### src/verilog/spc_pkg.sv
// Package for the socket power control register block.
// Assumes one APB clock domain; shared by the register top and the supply filter.
package spc_pkg;

  // ----------------------------------------------------------------
  // Register map
  // ----------------------------------------------------------------
  localparam logic [11:0] SPC_CTRL_OFFSET    = 12'h010;
  localparam int          SPC_ADDR_W         = 12;
  localparam logic [31:0] SPC_ZERO_WORD      = 32'h0000_0000;
  localparam logic [31:0] SPC_ERR_READ_WORD  = 32'h0000_0000;

  // ----------------------------------------------------------------
  // Field positions
  // ----------------------------------------------------------------
  localparam int SPC_VIDACT_BIT  = 11;
  localparam int SPC_STDVID_BIT  = 10;
  localparam int SPC_VIDEN_BIT   = 9;
  localparam int SPC_RSV8_BIT    = 8;
  localparam int SPC_STOP_BIT    = 7;
  localparam int SPC_MAIN_LSB    = 4;
  localparam int SPC_RSV3_BIT    = 3;
  localparam int SPC_PROG_LSB    = 0;
  localparam int SPC_FIELD_W     = 3;

  // ----------------------------------------------------------------
  // Supply encodings
  // ----------------------------------------------------------------
  localparam logic [2:0] SPC_SUP_OFF   = 3'h0;
  localparam logic [2:0] SPC_SUP_12V   = 3'h1;
  localparam logic [2:0] SPC_SUP_5V    = 3'h2;
  localparam logic [2:0] SPC_SUP_3V3   = 3'h3;
  localparam logic [2:0] SPC_SUP_XV    = 3'h4;
  localparam logic [2:0] SPC_SUP_YV    = 3'h5;

  // ----------------------------------------------------------------
  // Reset values
  // ----------------------------------------------------------------
  localparam logic       SPC_RST_BIT   = 1'b0;
  localparam logic [2:0] SPC_RST_FIELD = 3'h0;

  // ----------------------------------------------------------------
  // Carriers
  // ----------------------------------------------------------------
  typedef struct packed {
    logic is_5v;
    logic is_3v3;
    logic is_xv;
    logic is_yv;
  } spc_card_class_t;

  typedef struct packed {
    logic [2:0] main_supply;
    logic [2:0] program_supply;
    logic       video_on;
    logic       clock_stop_allowed;
  } spc_socket_out_t;

  typedef enum logic [1:0] {
    SPC_ST_ENABLED  = 2'b00,
    SPC_ST_DISABLED = 2'b01,
    SPC_ST_REQUERY  = 2'b11
  } spc_state_t;

endpackage

### src/verilog/spc_socket_ctrl.sv
// Socket voltage and clock control register with APB slave.
// Assumes APB master on pclk; card class and force inputs synchronous to pclk.
//
// Overview of operation
// - Bits 31 to 12 read zero; writes there are ignored.
// - Bit 8 reads zero; writes to it have no effect.
// - Bit 3 reads zero.
// - Bit 11 reads back the video enable bit.
// - Bit 10 reads one while the diagnostic video model disable is clear.
// - Bit 9 is the read/write zoomed-video enable for the socket.
// - Policy zero: stop card clock only when idle and host clock stopping.
// - Policy one: stop card clock whenever the socket is idle.
// - Bits 6 to 4 hold the main supply request field.
// - Bits 2 to 0 hold the programming supply request field.
// - Only voltages accepted by the card, or 12 V on the programming supply, are applied; others refused while enabled.
// - Reset clears every bit except bit 10.
// - Forcing a card voltage class disables acting on requests.
// - Re-interrogation trigger re-enables the register after re-query.
`timescale 1ns/1ns
module spc_socket_ctrl (
  input  wire logic                         pclk,
  input  wire logic                         presetn,
  input  wire logic                         psel,
  input  wire logic                         penable,
  input  wire logic                         pwrite,
  input  wire logic [spc_pkg::SPC_ADDR_W-1:0] paddr,
  input  wire logic [31:0]                  pwdata,
  input  wire logic [3:0]                   pstrb,
  output logic [31:0]                       prdata,
  output logic                              pready,
  output logic                              pslverr,
  input  wire logic                         std_video_model_disable,
  input  wire spc_pkg::spc_card_class_t     card_class,
  input  wire logic                         force_class_write,
  input  wire logic                         card_reinterrogate_trigger,
  input  wire logic                         socket_idle,
  input  wire logic                         host_clock_stopping,
  output spc_pkg::spc_socket_out_t          socket_out,
  output logic                              card_clock_stop_ok,
  output logic                              supply_refused
);
  import spc_pkg::*;

  // ----------------------------------------------------------------
  // Storage
  // ----------------------------------------------------------------
  logic       video_port_enable_reg;
  logic       card_clock_stop_policy_reg;
  logic [2:0] main_supply_request_reg;
  logic [2:0] program_supply_request_reg;
  spc_state_t state_reg;
  spc_state_t state_next;
  logic [2:0] main_grant;
  logic [2:0] prog_grant;
  logic       main_refused;
  logic       prog_refused;
  logic       ctrl_enabled;
  logic       wr_access;
  logic       rd_access;
  logic       hit;
  logic [31:0] read_word;

  function automatic logic addr_hit(input logic [SPC_ADDR_W-1:0] a);
    addr_hit = (a == SPC_CTRL_OFFSET);
  endfunction

  assign hit          = addr_hit(paddr);
  assign wr_access    = psel && penable && pwrite && hit;
  assign rd_access    = psel && !penable && !pwrite;
  assign ctrl_enabled = (state_reg == SPC_ST_ENABLED);

  // ----------------------------------------------------------------
  // Register writes
  // ----------------------------------------------------------------
  always_ff @(posedge pclk or negedge presetn) begin
    if (!presetn) begin
      video_port_enable_reg      <= SPC_RST_BIT;
      card_clock_stop_policy_reg <= SPC_RST_BIT;
      main_supply_request_reg    <= SPC_RST_FIELD;
      program_supply_request_reg <= SPC_RST_FIELD;
    end else if (wr_access) begin
      // Only bits 9, 7, 6..4 and 2..0 are stored; upper, 11, 10, 8 and 3 are dropped
      if (pstrb[1]) begin
        video_port_enable_reg <= pwdata[SPC_VIDEN_BIT];
      end
      if (pstrb[0]) begin
        card_clock_stop_policy_reg <= pwdata[SPC_STOP_BIT];
        main_supply_request_reg    <= pwdata[SPC_MAIN_LSB +: SPC_FIELD_W];
        program_supply_request_reg <= pwdata[SPC_PROG_LSB +: SPC_FIELD_W];
      end
    end
  end

  // ----------------------------------------------------------------
  // Enable state
  // ----------------------------------------------------------------
  always_comb begin
    state_next = state_reg;
    unique case (state_reg)
      SPC_ST_ENABLED: begin
        if (force_class_write) begin
          state_next = SPC_ST_DISABLED;
        end
      end
      SPC_ST_DISABLED: begin
        if (card_reinterrogate_trigger) begin
          state_next = SPC_ST_REQUERY;
        end
      end
      SPC_ST_REQUERY: begin
        if (force_class_write) begin
          state_next = SPC_ST_DISABLED;
        end else begin
          state_next = SPC_ST_ENABLED;
        end
      end
      default: state_next = SPC_ST_DISABLED;
    endcase
  end

  always_ff @(posedge pclk or negedge presetn) begin
    if (!presetn) begin
      state_reg <= SPC_ST_ENABLED;
    end else begin
      state_reg <= state_next;
    end
  end

  // ----------------------------------------------------------------
  // Supply filtering
  // ----------------------------------------------------------------
  spc_supply_filter u_main (
    .req     (main_supply_request_reg),
    .is_prog (1'b0),
    .card    (card_class),
    .enabled (ctrl_enabled),
    .grant   (main_grant),
    .refused (main_refused)
  );

  spc_supply_filter u_prog (
    .req     (program_supply_request_reg),
    .is_prog (1'b1),
    .card    (card_class),
    .enabled (ctrl_enabled),
    .grant   (prog_grant),
    .refused (prog_refused)
  );

  // ----------------------------------------------------------------
  // Socket outputs
  // ----------------------------------------------------------------
  always_ff @(posedge pclk or negedge presetn) begin
    if (!presetn) begin
      socket_out         <= '0;
      supply_refused     <= 1'b0;
      card_clock_stop_ok <= 1'b0;
    end else begin
      socket_out.main_supply        <= main_grant;
      socket_out.program_supply     <= prog_grant;
      socket_out.video_on           <= video_port_enable_reg;
      socket_out.clock_stop_allowed <= card_clock_stop_policy_reg;
      supply_refused                <= main_refused || prog_refused;
      if (card_clock_stop_policy_reg) begin
        card_clock_stop_ok <= socket_idle;
      end else begin
        card_clock_stop_ok <= socket_idle && host_clock_stopping;
      end
    end
  end

  // ----------------------------------------------------------------
  // Read data and APB answer
  // ----------------------------------------------------------------
  always_comb begin
    read_word                                       = SPC_ZERO_WORD;
    read_word[SPC_VIDACT_BIT]                       = video_port_enable_reg;
    read_word[SPC_STDVID_BIT]                       = !std_video_model_disable;
    read_word[SPC_VIDEN_BIT]                        = video_port_enable_reg;
    read_word[SPC_STOP_BIT]                         = card_clock_stop_policy_reg;
    read_word[SPC_MAIN_LSB +: SPC_FIELD_W]          = main_supply_request_reg;
    read_word[SPC_PROG_LSB +: SPC_FIELD_W]          = program_supply_request_reg;
  end

  always_ff @(posedge pclk or negedge presetn) begin
    if (!presetn) begin
      prdata  <= SPC_ZERO_WORD;
      pready  <= 1'b0;
      pslverr <= 1'b0;
    end else begin
      pready  <= psel && !penable;
      pslverr <= psel && !penable && !hit;
      if (rd_access) begin
        prdata <= hit ? read_word : SPC_ERR_READ_WORD;
      end
    end
  end

  // ----------------------------------------------------------------
  // Checks
  // ----------------------------------------------------------------
  a_upper_zero: assert property (@(posedge pclk) disable iff (!presetn)
    pready && psel && !pwrite && hit |-> prdata[31:12] == 20'h0_0000)
    else $error("Upper bits not zero");
  a_bit8_zero: assert property (@(posedge pclk) disable iff (!presetn)
    pready && psel && !pwrite |-> !prdata[SPC_RSV8_BIT])
    else $error("Bit 8 not zero");
  a_bit3_zero: assert property (@(posedge pclk) disable iff (!presetn)
    pready && psel && !pwrite |-> !prdata[SPC_RSV3_BIT])
    else $error("Bit 3 not zero");
  a_video_status: assert property (@(posedge pclk) disable iff (!presetn)
    pready && psel && !pwrite && hit |-> prdata[SPC_VIDACT_BIT] == prdata[SPC_VIDEN_BIT])
    else $error("Video status mismatch");
  a_video_write: assert property (@(posedge pclk) disable iff (!presetn)
    wr_access && pstrb[1] |=> video_port_enable_reg == $past(pwdata[SPC_VIDEN_BIT]))
    else $error("Video enable not stored");
  a_policy_host: assert property (@(posedge pclk) disable iff (!presetn)
    !card_clock_stop_policy_reg && !host_clock_stopping |=> !card_clock_stop_ok)
    else $error("Clock stop without host");
  a_policy_idle: assert property (@(posedge pclk) disable iff (!presetn)
    card_clock_stop_policy_reg && socket_idle |=> card_clock_stop_ok)
    else $error("Clock stop denied when idle");
  a_main_write: assert property (@(posedge pclk) disable iff (!presetn)
    wr_access && pstrb[0] |=> main_supply_request_reg == $past(pwdata[6:4]))
    else $error("Main supply not stored");
  a_force_off: assert property (@(posedge pclk) disable iff (!presetn)
    ctrl_enabled && force_class_write |=> ##1 socket_out.main_supply == SPC_SUP_OFF)
    else $error("Supply applied while disabled");
  a_reserved_off: assert property (@(posedge pclk) disable iff (!presetn)
    main_supply_request_reg == 3'h7 |=> socket_out.main_supply == SPC_SUP_OFF)
    else $error("Reserved supply applied");

  // ----------------------------------------------------------------
  // Checks on read data and bus answer
  // ----------------------------------------------------------------
  a_std_model: assert property (@(posedge pclk) disable iff (!presetn)
    pready && psel && !pwrite && hit |-> prdata[SPC_STDVID_BIT] != $past(std_video_model_disable))
    else $error("Model support bit wrong");

  a_pready_pulse: assert property (@(posedge pclk) disable iff (!presetn)
    pready |=> !pready)
    else $error("Ready longer than one cycle");

  a_err_unmapped: assert property (@(posedge pclk) disable iff (!presetn)
    pready && psel && !hit |-> pslverr)
    else $error("Unmapped access without error");

  // ----------------------------------------------------------------
  // Checks on stored fields
  // ----------------------------------------------------------------
  a_prog_write: assert property (@(posedge pclk) disable iff (!presetn)
    wr_access && pstrb[0] |=> program_supply_request_reg == $past(pwdata[SPC_PROG_LSB +: SPC_FIELD_W]))
    else $error("Programming supply not stored");

  a_policy_write: assert property (@(posedge pclk) disable iff (!presetn)
    wr_access && pstrb[0] |=> card_clock_stop_policy_reg == $past(pwdata[SPC_STOP_BIT]))
    else $error("Clock policy not stored");

  a_hold_fields: assert property (@(posedge pclk) disable iff (!presetn)
    !wr_access |=> $stable(video_port_enable_reg) && $stable(program_supply_request_reg))
    else $error("Field changed without write");

  // ----------------------------------------------------------------
  // Checks on socket outputs and enable state
  // ----------------------------------------------------------------
  a_disabled_off: assert property (@(posedge pclk) disable iff (!presetn)
    !ctrl_enabled |=> socket_out.main_supply == SPC_SUP_OFF && socket_out.program_supply == SPC_SUP_OFF)
    else $error("Supply granted while disabled");

  a_reint_requery: assert property (@(posedge pclk) disable iff (!presetn)
    state_reg == SPC_ST_DISABLED && card_reinterrogate_trigger |=> state_reg == SPC_ST_REQUERY)
    else $error("Re-interrogation not started");

  a_requery_enable: assert property (@(posedge pclk) disable iff (!presetn)
    state_reg == SPC_ST_REQUERY && !force_class_write |=> ctrl_enabled)
    else $error("Register not re-enabled");

  a_main_no_12v: assert property (@(posedge pclk) disable iff (!presetn)
    main_supply_request_reg == SPC_SUP_12V |=> socket_out.main_supply == SPC_SUP_OFF)
    else $error("Main supply granted reserved code");

  a_prog_12v: assert property (@(posedge pclk) disable iff (!presetn)
    ctrl_enabled && program_supply_request_reg == SPC_SUP_12V |=> socket_out.program_supply == SPC_SUP_12V)
    else $error("Programming 12 volt not granted");

  a_refused_flag: assert property (@(posedge pclk) disable iff (!presetn)
    main_refused || prog_refused |=> supply_refused)
    else $error("Refusal not flagged");

  a_video_follow: assert property (@(posedge pclk) disable iff (!presetn)
    1'b1 |=> socket_out.video_on == $past(video_port_enable_reg))
    else $error("Video output does not follow enable");

  // ----------------------------------------------------------------
  // Cover points
  // ----------------------------------------------------------------
  c_video_on: cover property (@(posedge pclk) disable iff (!presetn) socket_out.video_on);
  c_clock_stop: cover property (@(posedge pclk) disable iff (!presetn) card_clock_stop_ok);
  c_disable_cycle: cover property (@(posedge pclk) disable iff (!presetn)
    state_reg == SPC_ST_DISABLED ##[1:20] state_reg == SPC_ST_ENABLED);
  c_read_ctrl: cover property (@(posedge pclk) disable iff (!presetn) pready && hit && !pwrite);
  c_refused: cover property (@(posedge pclk) disable iff (!presetn) supply_refused);

endmodule

### src/verilog/spc_supply_filter.sv
// Supply filter: passes a supply request only if enabled and the card accepts it, or it is 12 V on the programming supply.
// Assumes card class indications are synchronous to pclk and stable.
`timescale 1ns/1ns
module spc_supply_filter (
  input  wire logic [2:0]               req,
  input  wire logic                     is_prog,
  input  wire spc_pkg::spc_card_class_t card,
  input  wire logic                     enabled,
  output logic [2:0]                    grant,
  output logic                          refused
);
  import spc_pkg::*;

  // ----------------------------------------------------------------
  // Acceptance check
  // ----------------------------------------------------------------
  function automatic logic supply_ok(input logic [2:0] r, input logic p, input spc_card_class_t c);
    unique case (r)
      SPC_SUP_OFF: supply_ok = 1'b1;
      SPC_SUP_12V: supply_ok = p;
      SPC_SUP_5V:  supply_ok = c.is_5v;
      SPC_SUP_3V3: supply_ok = c.is_3v3;
      SPC_SUP_XV:  supply_ok = c.is_xv;
      SPC_SUP_YV:  supply_ok = c.is_yv;
      default:     supply_ok = 1'b0;
    endcase
  endfunction

  always_comb begin
    // Reserved or mismatched requests leave the socket unpowered
    if (enabled && supply_ok(req, is_prog, card)) begin
      grant   = req;
      refused = 1'b0;
    end else begin
      grant   = SPC_SUP_OFF;
      refused = enabled && (req != SPC_SUP_OFF);
    end
  end

endmodule
### config.mk
export PLATFORM = sky130hd
export DESIGN_NAME = spc_socket_ctrl
export DESIGN_NICKNAME = d
export VERILOG_FILES = /design/src/verilog/spc_pkg.sv /design/src/verilog/spc_socket_ctrl.sv /design/src/verilog/spc_supply_filter.sv
export SDC_FILE = /design/constraint.sdc
export NUM_CORES = 1
export LEC_CHECK = 0
export ABC_CLOCK_PERIOD_IN_PS = 1300
export BUFFER_PORTS_ARGS = -buffer_cell sky130_fd_sc_hd__buf_4
export CORE_MARGIN = 1
export CORE_UTILIZATION = 25
export DETAILED_ROUTE_END_ITERATION = 10
export PLACE_DENSITY = 0.56
export SYNTH_ARGS = -nofsm -noshare
export SYNTH_HDL_FRONTEND = slang
export SYNTH_SLANG_ARGS = --single-unit
### constraint.sdc
create_clock -name pclk -period 1.3 [get_ports pclk]
set_input_delay 0 -clock pclk [delete_from_list [all_inputs] [get_ports pclk]]
set_output_delay 0 -clock pclk [all_outputs]
set_load 0.01 [all_outputs]
==> flow_metrics.py <==
metrics = {
    "outcome": {
        "status": "complete, no violations",
    },
    "pwr": {
        "p_per_area_nw_per_um2": 913,
        "p_leak_nw": 1.11,
        "peakVddDrop_v": 0.000468,
    },
    "min_path": {
        "hp-class": "in2reg",
    },
    "logic_synthesis": {
        "synthCells": 140,
        "yosysWarnings": 0,
        "ys.flop_type": "dfrtp_1",
        "yosysSeqAreaShare_pct": 51.8,
        "ys_ff_latch": 31,
        "synth_edf_count": 0,
        "async_flop_share_pct": 100,
        "netlist_area_um2": 1500,
        "synth_cell_types": 35,
        "syn_avg_cell_area_um2": 10.7,
    },
    "timing": {
        "setup_tns_ns": 0,
        "finalCritPeriodShare_pct": 96.4,
        "whs_ns": 0.0459,
        "hold_viol": 0,
        "worst_slack_ns": 0.0465,
        "period_minus_slack_ns": 1.25,
        "slew_viol_final": 0,
        "finClkSkew_ns": 0.00516,
        "clock.fmax_mhz": 798,
        "rsz0062_at_grt": "no",
        "setup_viol": 0,
    },
    "global_routing": {
        "grt_pass1_wl_um": 4950,
        "overflow": 0,
        "antenna_found_initial": 0,
        "grt_max_degree": 32,
        "grt.total_usage_pct": 10.2,
        "grt_pass1_vias": 1110,
    },
    "worst_setup_path": {
        "required_ns": 1.45,
        "critPathTopFamily": "buffers and inverters",
        "arrival_ns": 1.41,
        "worst_setup_path_start_kind": "flip-flop",
        "critPathKind": "reg2reg",
        "crit_buf_inv": 1,
        "end_kind": "flip-flop",
        "cpMaxStageDelayCell": "dlygate4sd3_1",
        "max_stage_delay_ns": 0.55,
        "crit_path_max_fanout": 4,
        "path_cells": "o21a_1, dlygate4sd3_1",
    },
    "cells_and_area": {
        "fin_cells": 294,
        "area_growth_pct": 48.4,
        "fin_util_pct": 39.4,
        "diodes": 0,
        "final_cell_mix": "64 x buf_4, 31 x dfrtp_1, 22 x conb_1",
        "final_common_cell": "buf_4",
        "drive_gt1_share_pct": 40.1,
        "reg.largest.list": "prdata x9, socket_out x8",
        "final_nets": 283,
        "top_register": "prdata",
        "largest_register_ffs": 9,
    },
    "placement": {
        "port_buffers": 57,
        "gp_congestion": 0.717,
        "hpwl_um": 2340,
        "pre_cts_ws_ns": -0.0308,
        "dp_cells": 270,
    },
    "die": {
        "rows": 27,
        "core_um2": 5640,
        "start_util_pct": 26.5,
        "die_w_um": 79.4,
        "die_area_um2": 6300,
        "io_pins": 106,
        "dieHeight_um": 79.4,
    },
    "cts": {
        "cts_tree": "built",
        "cts_sinks": 31,
        "cts_max_level": 2,
        "clkSlewWorstSetupHoldPaths_ns": 0.06,
        "cts_buffers": 5,
        "cts.path.max_buffers": 2,
        "clock-root-buffer": "clkbuf_8",
        "clk_latency_ns": 0.27,
    },
    "routing": {
        "vias": 1179,
        "dr.pass1.iters": 2,
        "final_antenna_net_count": 0,
        "wirelength_um": 3110,
        "wl_per_cell_um": 10.6,
        "routed_via_density": 4.01,
        "drt_iter0_drc": 14,
        "drc": 0,
    },
    "job": {
        "cap_violations": 0,
    },
}
-- stage by stage --
| stage | total power, W | area, µm² |
|---|---|---|
| final | 0.00203 | 2220 |
| after global placement | 0.00120 | 1960 |
| after detailed placement | 0.00120 | 1960 |
| after floorplan | 0.00112 | 1580 |
| after global routing | 0.00213 | 2220 |
| after CTS | 0.00206 | 2220 |
-- synthesized netlist by cell type (all sizes together), types with 2 or more instances --
master,n,share of area (%)
and2,2,0.84
nor2,7,2.3
nor4,2,1.7
nand2b,3,1.3
nor2b,3,1.3
nand3,7,2.7
dfrtp,31,52
clkbuf,3,0.84
buf,24,12
o21ai,8,2.7
mux2,8,6.0
mux2i,2,1.3
nand2,21,5.3
nand4,2,0.84
a21oi,2,0.67
-- worst paths after layout --
path	from	end	slack, ns	cells after the start
worst max-delay path	card_clock_stop_policy_reg	card_clock_stop_ok	0.05	2
worst min-delay path	psel	pready	0.05	2
worst max register to register	card_clock_stop_policy_reg	card_clock_stop_ok	0.05	2
worst min register to register	video_port_enable_reg	socket_out[1]	0.41	0
max in group asynchronous	presetn	prdata[4]	0.82	2
min in group asynchronous	presetn	pready	0.20	2
-- layout make-up --
| type | count | area (µm²) |
|---|---|---|
| Clock buffer | 8 | 100 |
| Fill cell | 583 | 3420 |
| Inverter | 1 | 3.75 |
| Multi-Input combinational cell | 102 | 612 |
| Sequential cell | 31 | 776 |
| Tap cell | 72 | 90.1 |
| Timing Repair Buffer | 80 | 641 |
-- power by group --
group / internal (W) / leakage (nW) / switching (W)
Clock: 0.000482 / 0.0515 / 0.000323
Combinational: 0.000130 / 0.633 / 0.000111
Sequential: 0.000977 / 0.425 / 0.00000639
Total: 0.00159 / 1.11 / 0.000440
-- cells by family (layout without fill, tap and decap cells) --
| kind of cell | after synthesis | in the layout | share of synthesized area [%] |
|---|---|---|---|
| muxes | 10 | 10 | 7.35 |
| buffers and inverters | 28 | 89 | 12.9 |
| other | 1 | 22 | 0.250 |
| and+or+nand+nor | 52 | 52 | 19.8 |
| AOI/OAI and AO/OA | 18 | 18 | 7.85 |
| DFF | 31 | 31 | 51.8 |
-- metal layers --
layer / track usage [%] / vias to the layer above / part of all wire, % / wire length (µm)
li1: - / 586 / - / -
met1: 11.7 / 546 / 44 / 1380
met2: 17.5 / 41 / 49 / 1530
met3: 2.97 / 6 / 4.2 / 132
met4: 4.55 / 0 / 2.0 / 63
met5: 0 / - / 0 / 0
-- what timing repair did --
| item | CTS | global route |
|---|---|---|
| setup endpoints to repair | 0 | 1 |
| hold buffers | 16 | 0 |
| setup buffers | 0 | 0 |
| hold endpoints to repair | 45 | 0 |
| resized for setup | 0 | 2 |
-- worst register-to-register path, stage by stage, from the launching register on --
cell and delay [ns]:
dfrtp_1 0.40, o21a_1 0.19, dlygate4sd3_1 0.55
No activity file was read; power rests on OpenSTA's default activity.
